$ cat src/include/mirror_framer_map.svh
`ifndef MIRROR_FRAMER_MAP_SVH
`define MIRROR_FRAMER_MAP_SVH
// primary header fields
`define VERSION_NUM      3'h0
`define TYPE_BIT         1'h0
`define SEC_HDR_FLAG     1'h1
`define PROCESS_ID       7'h47
`define CATEGORY         4'h7
`define SEG_FLAGS        2'h3
`define SEQ_RESET        14'h0000
`define LEN_OFFSET       16'h0009
`define SRC_BYTES_FOUR   16'h0002
`define SRC_BYTES_FIVE   16'h0004
// secondary header fields
`define SERVICE_VERSION  3'h2
`define CHECKSUM_PRESENT 1'h0
`define HEADER_SPARE     4'h0
`define SERVICE_TYPE     8'h05
`define SERVICE_SUBTYPE  8'h03
`define HEADER_PAD       8'h00
// source data
`define EVENT_ID_FOUR    16'ha7fc
`define EVENT_ID_FIVE    16'ha7fd
// word positions inside a packet
`define W_SEQ            4'h1
`define W_LEN            4'h2
`define W_SEC_HI         4'h3
`define W_SEC_LO         4'h4
`define W_FRAC           4'h5
`define W_SVC            4'h6
`define W_TYPE           4'h7
`define W_EID            4'h8
`define W_POS            4'h9
`define WORD_BITS        5'h10
`define FIFO_DEPTH       16
`endif

$ cat src/include/mirror_framer_pkg.sv
package mirror_framer_pkg;
    // one packet word, sent msb first
    typedef logic [15:0] word_t;
    // builder states
    typedef enum logic [1:0] {
        B_IDLE = 2'b01,
        B_SEND = 2'b10
    } build_state_e;
endpackage : mirror_framer_pkg

$ cat src/hdl/framer_fifo.sv
`timescale 1ns/1ps
`default_nettype none
module framer_fifo #(
    parameter int WIDTH = 17,
    parameter int DEPTH = 16,
    parameter int AW    = $clog2(DEPTH)
) (
    input  wire logic             mclk,
    input  wire logic             rst_n,
    input  wire logic             in_valid,
    output logic                  in_ready,
    input  wire logic [WIDTH-1:0] in_data,
    output logic                  out_valid,
    input  wire logic             out_ready,
    output logic [WIDTH-1:0]      out_data
);
    logic [WIDTH-1:0] mem_q [DEPTH]; // storage, no reset needed
    logic [AW:0]      wr_q;          // write pointer, wrap bit on top
    logic [AW:0]      wr_d;
    logic [AW:0]      rd_q;          // read pointer, wrap bit on top
    logic [AW:0]      rd_d;
    logic             push;
    logic             pop;
    // one pointer step, sized to the pointer so nothing is padded
    localparam logic [AW:0] PTR_STEP = {{AW{1'b0}}, 1'b1};

    // full when pointers differ only in the wrap bit
    always_comb begin
        in_ready  = !((wr_q[AW] != rd_q[AW]) && (wr_q[AW-1:0] == rd_q[AW-1:0]));
        out_valid = (wr_q != rd_q);
        out_data  = mem_q[rd_q[AW-1:0]];
        push      = in_valid && in_ready;
        pop       = out_valid && out_ready;
        wr_d      = push ? wr_q + PTR_STEP : wr_q;
        rd_d      = pop ? rd_q + PTR_STEP : rd_q;
    end

    // pointers
    always_ff @(posedge mclk or negedge rst_n) begin
        if (!rst_n) begin
            wr_q <= '0;
            rd_q <= '0;
        end else begin
            wr_q <= wr_d;
            rd_q <= rd_d;
        end
    end

    // storage write
    always_ff @(posedge mclk) begin
        if (push) begin
            mem_q[wr_q[AW-1:0]] <= in_data;
        end
    end
endmodule : framer_fifo
`default_nettype wire

$ cat src/hdl/mirror_error_event_packet_framer.sv
`timescale 1ns/1ps
`default_nettype none
`include "mirror_framer_map.svh"
module mirror_error_event_packet_framer (
    input  wire logic                   mclk,
    input  wire logic                   rst_n,
    input  wire logic                   four_req,
    input  wire logic                   five_req,
    input  wire mirror_framer_pkg::word_t failed_position_code,
    input  wire logic [31:0]            time_sec,
    input  wire mirror_framer_pkg::word_t time_frac,
    input  wire logic                   tx_ready,
    output logic                        tx_bit,
    output logic                        tx_valid,
    output logic                        tx_last,
    output logic                        busy,
    output logic                        refused,
    output logic [13:0]                 sequence_count_field
);
    import mirror_framer_pkg::*;

    // builder state
    build_state_e state_q;
    build_state_e state_d;
    logic [3:0]   idx_q;        // word being written
    logic [3:0]   idx_d;
    logic         four_q;       // 1: type 4, 0: type 5
    logic         four_d;
    logic [13:0]  seq_q;        // count for process 71 / category 7
    logic [13:0]  seq_d;
    logic [31:0]  sec_q;        // captured at acceptance
    logic [31:0]  sec_d;
    word_t        frac_q;
    word_t        frac_d;
    word_t        pos_q;        // failed position, type 5 only
    word_t        pos_d;
    logic         busy_q;
    logic         busy_d;
    logic         refused_q;    // one-cycle pulse
    logic         refused_d;
    // fifo write side
    word_t        wr_word;
    logic         wr_last;
    logic         wr_valid;
    logic         wr_ready;
    logic         wr_fire;
    logic [3:0]   last_idx;
    // fifo read side
    logic [16:0]  rd_data;
    logic         rd_valid;
    logic         rd_ready;
    // serializer state
    word_t        shreg_q;
    word_t        shreg_d;
    logic [4:0]   cnt_q;        // bits left incl. current
    logic [4:0]   cnt_d;
    logic         lastw_q;      // current word ends a packet
    logic         lastw_d;
    logic         valid_q;
    logic         valid_d;
    logic         tlast_q;
    logic         tlast_d;

    // pick the packet word for the current index
    always_comb begin
        last_idx = four_q ? `W_EID : `W_POS;
        wr_word  = '0;
        case (idx_q)
            4'h0: wr_word = {`VERSION_NUM, `TYPE_BIT, `SEC_HDR_FLAG,
                             `PROCESS_ID, `CATEGORY};
            `W_SEQ: wr_word = {`SEG_FLAGS, seq_q};
            `W_LEN: wr_word = (four_q ? `SRC_BYTES_FOUR : `SRC_BYTES_FIVE)
                              + `LEN_OFFSET;
            `W_SEC_HI: wr_word = sec_q[31:16];
            `W_SEC_LO: wr_word = sec_q[15:0];
            `W_FRAC:   wr_word = frac_q;
            `W_SVC: wr_word = {`SERVICE_VERSION, `CHECKSUM_PRESENT,
                               `HEADER_SPARE, `SERVICE_TYPE};
            `W_TYPE: wr_word = {`SERVICE_SUBTYPE, `HEADER_PAD};
            `W_EID: wr_word = four_q ? `EVENT_ID_FOUR : `EVENT_ID_FIVE;
            `W_POS: wr_word = pos_q;
            default: wr_word = '0;
        endcase
        wr_last  = (idx_q == last_idx);
        // no pause of its own: only a full buffer holds the builder back
        wr_valid = (state_q == B_SEND);
        wr_fire  = wr_valid && wr_ready;
    end

    // builder next state; a request while busy is refused
    always_comb begin
        state_d   = state_q;
        idx_d     = idx_q;
        four_d    = four_q;
        seq_d     = seq_q;
        sec_d     = sec_q;
        frac_d    = frac_q;
        pos_d     = pos_q;
        refused_d = 1'b0;
        case (state_q)
            B_IDLE: begin
                // type 4 wins when both arrive together
                if (four_req || five_req) begin
                    // inputs latched here, so later changes cannot tear a packet
                    state_d   = B_SEND;
                    idx_d     = '0;
                    four_d    = four_req;
                    sec_d     = time_sec;
                    frac_d    = time_frac;
                    pos_d     = failed_position_code;
                    refused_d = four_req && five_req;
                end
            end
            B_SEND: begin
                // dropped, not queued: the source must ask again once idle
                refused_d = four_req || five_req;
                if (wr_fire) begin
                    idx_d = idx_q + 4'h1;
                    if (wr_last) begin
                        state_d = B_IDLE;
                        seq_d   = seq_q + 14'h0001;
                    end
                end
            end
            default: state_d = B_IDLE;
        endcase
        busy_d = (state_d == B_SEND);
    end

    // builder registers
    always_ff @(posedge mclk or negedge rst_n) begin
        if (!rst_n) begin
            state_q   <= B_IDLE;
            idx_q     <= '0;
            four_q    <= 1'b0;
            seq_q     <= `SEQ_RESET;
            sec_q     <= '0;
            frac_q    <= '0;
            pos_q     <= '0;
            busy_q    <= 1'b0;
            refused_q <= 1'b0;
        end else begin
            state_q   <= state_d;
            idx_q     <= idx_d;
            four_q    <= four_d;
            seq_q     <= seq_d;
            sec_q     <= sec_d;
            frac_q    <= frac_d;
            pos_q     <= pos_d;
            busy_q    <= busy_d;
            refused_q <= refused_d;
        end
    end

    // one whole packet fits, so the builder rarely stalls
    // a second packet only partly fits, so the builder stalls while the sink is slow
    framer_fifo #(
        .WIDTH (17),
        .DEPTH (`FIFO_DEPTH),
        .AW    (4)
    ) u_fifo (
        .mclk      (mclk),
        .rst_n     (rst_n),
        .in_valid  (wr_valid),
        .in_ready  (wr_ready),
        .in_data   ({wr_last, wr_word}),
        .out_valid (rd_valid),
        .out_ready (rd_ready),
        .out_data  (rd_data)
    );

    // serializer: shift words out msb first, no idle between words
    always_comb begin
        shreg_d  = shreg_q;
        cnt_d    = cnt_q;
        lastw_d  = lastw_q;
        valid_d  = valid_q;
        rd_ready = 1'b0;
        if (valid_q && tx_ready && cnt_q > 5'h01) begin
            shreg_d = {shreg_q[14:0], 1'b0};
            cnt_d   = cnt_q - 5'h01;
        end else if (!valid_q || tx_ready) begin
            // refill as the last bit leaves, so words run back to back
            rd_ready = 1'b1;
            valid_d  = rd_valid;
            if (rd_valid) begin
                shreg_d = rd_data[15:0];
                lastw_d = rd_data[16];
                cnt_d   = `WORD_BITS;
            end
        end
        // end marker rides with the final bit of the last word
        tlast_d = valid_d && lastw_d && (cnt_d == 5'h01);
    end

    // serializer registers
    always_ff @(posedge mclk or negedge rst_n) begin
        if (!rst_n) begin
            shreg_q <= '0;
            cnt_q   <= '0;
            lastw_q <= 1'b0;
            valid_q <= 1'b0;
            tlast_q <= 1'b0;
        end else begin
            shreg_q <= shreg_d;
            cnt_q   <= cnt_d;
            lastw_q <= lastw_d;
            valid_q <= valid_d;
            tlast_q <= tlast_d;
        end
    end

    // every output is a straight register copy
    assign tx_bit               = shreg_q[15];
    assign tx_valid             = valid_q;
    assign tx_last              = tlast_q;
    assign busy                 = busy_q;
    assign refused              = refused_q;
    assign sequence_count_field = seq_q;
endmodule : mirror_error_event_packet_framer
`default_nettype wire

$ cat config.mk
export PLATFORM = sky130hd
export DESIGN_NAME = mirror_error_event_packet_framer
export DESIGN_NICKNAME = d
export VERILOG_FILES = /design/src/include/mirror_framer_pkg.sv /design/src/hdl/framer_fifo.sv /design/src/hdl/mirror_error_event_packet_framer.sv
export VERILOG_INCLUDE_DIRS = /design/src /design/src/include
export SDC_FILE = /design/constraint.sdc
export NUM_CORES = 1
export LEC_CHECK = 0
export BUFFER_PORTS_ARGS = -buffer_cell sky130_fd_sc_hd__clkbuf_2
export CAP_MARGIN = 20
export CORE_UTILIZATION = 30
export DETAILED_ROUTE_END_ITERATION = 6
export GPL_ROUTABILITY_DRIVEN = 0
export SYNTH_ARGS = -nofsm -noshare
export SYNTH_HDL_FRONTEND = slang
export SYNTH_SLANG_ARGS = --single-unit
$ cat constraint.sdc
create_clock -name mclk -period 6.67 [get_ports mclk]
set_input_delay 0.667 -clock mclk [delete_from_list [all_inputs] [get_ports mclk]]
set_output_delay 0.667 -clock mclk [all_outputs]
set_load 0.02 [all_outputs]
==> metrics.txt <==
ANT nets after route 0; Routed WL 37.6 mm; Clock Latency Late Sink 550 ps; sequential fraction of the synthesis area 0.684; headroom to the max-slew limit 0.275; slowest stage delay, CP 940 ps; area grow syn2layout 16.7%; f_max 318 MHz; worst path arrival time 3310 ps; Final Setup Violations 0; fraction of registers with async set/reset 0.308; Post-Synthesis Net Count 1052; crit path kind register to register; reg2reg start u_fifo.rd_q[3]$_DFFE_PN0P_; CP endpoint kind register; Avg Vias per Cell 4.99; Worst R2R Setup Slack 3520 ps; total track usage 0.137; I/O pins 88; minimum clock period after layout 3150 ps; top_reg_cell synth edfxtp_1; Final Hold Vio Count 0; Slew Viols, Final 0; clk_skew 14.0 ps; Pwr Density 378 mW/mm^2; area leader, netlist edfxtp_1; status finished with violations; Worst Setup SP u_fifo.rd_q[3]$_DFFE_PN0P_; DIE WIDTH 236 um; HP Class primary input to async pin; reg2reg end u_fifo.mem_q[14][3]$_DFFE_PP_; Yosys top cell area share 0.499; cell count after placement 1720; Post-CTS Hold Buffers 0; CTS sink count 393; CTS tree done; Max VDD drop 0.000211 V; Syn Inst Count 969; fin util 0.355; layout cells sized above 1 0.329; number of flops mapped to enable cells by yosys 272; Crit-path slowest cell and4_1; failing checks design-rule violations; worst slew pin tran 1090 ps; Lkg Pwr 0.00651 uW; cts repair resizes 0; Cell variety after synth 59; crit path max fanout 29; total gr overflow 0; Post-route DRC 7; Iteration-0 DRC Markers 710; reg2reg path depth 4; port bufs 87; Root Buffer Master clkbuf_16; Max-Cap Viols 0; Die Y 236 um; TritonRoute pass-1 iters 7; required time of the critical path 6830 ps; vias in the first global route 9567; Initial Util 0.304; Tcrit/Tclk final 0.472; largest net degree at the start of global routing 65; first-pass GRT wire length 58.7 mm; core box area 0.0538 sq mm; Post-Synthesis Mean Instance Area 16.9 sq um; initial antenna violation count 0; via count 8988; Setup TNS 0 ps; fill count 5086; YS warnings 0; Synth area leaders edfxtp_1 (50%), dfrtp_1 (18%), mux4_2 (9.4%), mux2_2 (6.7%), xnor2_1 (1.3%); H-tree depth 2; clock-pin slew of the registers on the worst-case setup and hold paths 60 ps; final net count 1154; Min Hold Slack 120 ps; crit path to u_fifo.mem_q[14][3]$_DFFE_PP_; CP startpoint kind register; Die Area 0.0555 sq mm; fin cells 1801; total power 7210 uW; Worst path most repeated cell and4_1; RSZ-0062 raised after global routing no; post-CTS setup buffers 0; drt wl/cell 20.9 um; clk buf depth 3; Post-Syn Area 0.0164 sq mm; CP Cell Sequence xnor2_1 > and4_1 > a21boi_2 > and4_1; FF+latch count, synth 393; FP Rows 85; CTS Buf Count 43; HPWL after DPL 24.4 mm
[cells by family (layout without fill, tap and decap cells)]
family,count (synthesis),count (layout),synth area share
compound gates,129,129,0.0535
xor+xnor,29,29,0.0160
fa+ha+maj,14,14,0.0107
buf+inv,72,206,0.0203
flops,393,393,0.684
mux,177,177,0.168
other cells,0,2,0
simple gates,155,155,0.0473
[flip-flops by register name, summed over array words and instances (netlist names)]
| name | count |
|---|---|
| lastw_q | 1 |
| pos_q | 16 |
| cnt_q | 5 |
| tx_last | 1 |
| sec_q | 32 |
| four_q | 1 |
| state_q | 2 |
| shreg_q | 16 |
| u_fifo.rd_q | 5 |
| tx_valid | 1 |
| u_fifo.mem_q | 272 |
| busy | 1 |
| refused | 1 |
| idx_q | 4 |
| u_fifo.wr_q | 5 |
| frac_q | 16 |
| sequence_count_field | 14 |
[final cells by class]
cell class	count	area, sq um	share of cell area
Clock inverter	20	151	0.00793
Clock buffer	57	1240	0.0650
Multi-Input combinational cell	504	4900	0.257
Inverter	19	71.3	0.00374
Antenna cell	2	5.00	0.000262
Sequential cell	393	11200	0.587
Tap cell	696	871	0.0456
Timing Repair Buffer	110	647	0.0339
[Yosys cell counts (3+ instances only)]
library cell,number
a21o_1,4
a21oi_1,23
a221oi_1,4
a22o_1,7
a22oi_1,26
a31oi_1,18
and2_1,6
and3_1,8
and4_1,4
buf_1,3
buf_2,16
buf_4,3
buf_6,4
clkbuf_1,27
dfrtp_1,120
edfxtp_1,272
ha_1,14
inv_1,19
mux2_2,98
mux2i_1,11
mux4_2,68
nand2_1,54
nand2b_1,3
nand3_1,19
nand4_1,8
nor2_1,30
nor3_1,3
nor3b_1,6
nor4b_1,4
o211ai_1,3
o21ai_0,22
o21ai_1,3
xnor2_1,24
xor2_1,4
[how the worst min path moves through the flow]
stage | startpoint | to | slack [ps]
3_3_place_gp | lastw_q$_DFF_PN0_ | lastw_q$_DFF_PN0_ | 480
4_1_cts | rst_n | pos_q[0]$_DFFE_PN0P_ | 130
2_1_floorplan | rst_n | busy$_DFF_PN0_ | 370
3_5_place_dp | lastw_q$_DFF_PN0_ | lastw_q$_DFF_PN0_ | 480
6_report | rst_n | four_q$_DFFE_PN0P_ | 120
5_1_grt | rst_n | four_q$_DFFE_PN0P_ | 160
[worst max-delay path, delay by kind of cell, from the launching register on]
family          cells  cell delay [ps]
xor+xnor            1              180
simple gates        2             1320
flops               1              840
compound gates      1              400
[stage by stage]
stage	cell area [sq um]	setup slack [ps]
finish	19100	3520
floorplan	16400	3390
global route	19100	3290
CTS	19100	3240
global placement	17600	3270
detailed placement	17700	3250
[cell usage in the layout (no fill, tap or decap), types with 6 or more instances in the layout]
| cell type | netlist | routed |
|---|---|---|
| a22o_1 | 7 | 7 |
| edfxtp_1 | 272 | 272 |
| nand3_1 | 19 | 19 |
| inv_1 | 19 | 19 |
| a21oi_1 | 23 | 23 |
| ha_1 | 14 | 14 |
| dfrtp_1 | 120 | 117 |
| nor2_1 | 30 | 29 |
| nand2_1 | 54 | 54 |
| nand4_1 | 8 | 8 |
| mux4_2 | 68 | 68 |
| clkbuf_8 | 0 | 7 |
| clkinv_1 | 0 | 9 |
| and3_1 | 8 | 8 |
| mux2_2 | 98 | 98 |
| o21ai_0 | 22 | 22 |
| mux2i_1 | 11 | 11 |
| buf_4 | 3 | 21 |
| clkbuf_2 | 0 | 86 |
| a31oi_1 | 18 | 18 |
| clkbuf_16 | 0 | 45 |
| and2_1 | 6 | 6 |
| xnor2_1 | 24 | 24 |
| a22oi_1 | 26 | 26 |
[layer usage]
metal  wire (um)  GRT usage  vias up
li1            -          -     4002
met2       17600      0.218      285
met5           0          0        -
met1       16900      0.190     4646
met3        2540     0.0321       55
met4         608     0.0307        0
[power by group]
| group | switching [uW] | total, uW | internal [uW] |
|---|---|---|---|
| logic | 785 | 1550 | 768 |
| registers | 313 | 3340 | 3020 |
| clock network | 943 | 2320 | 1380 |
Power figures use the tool's default switching activity.
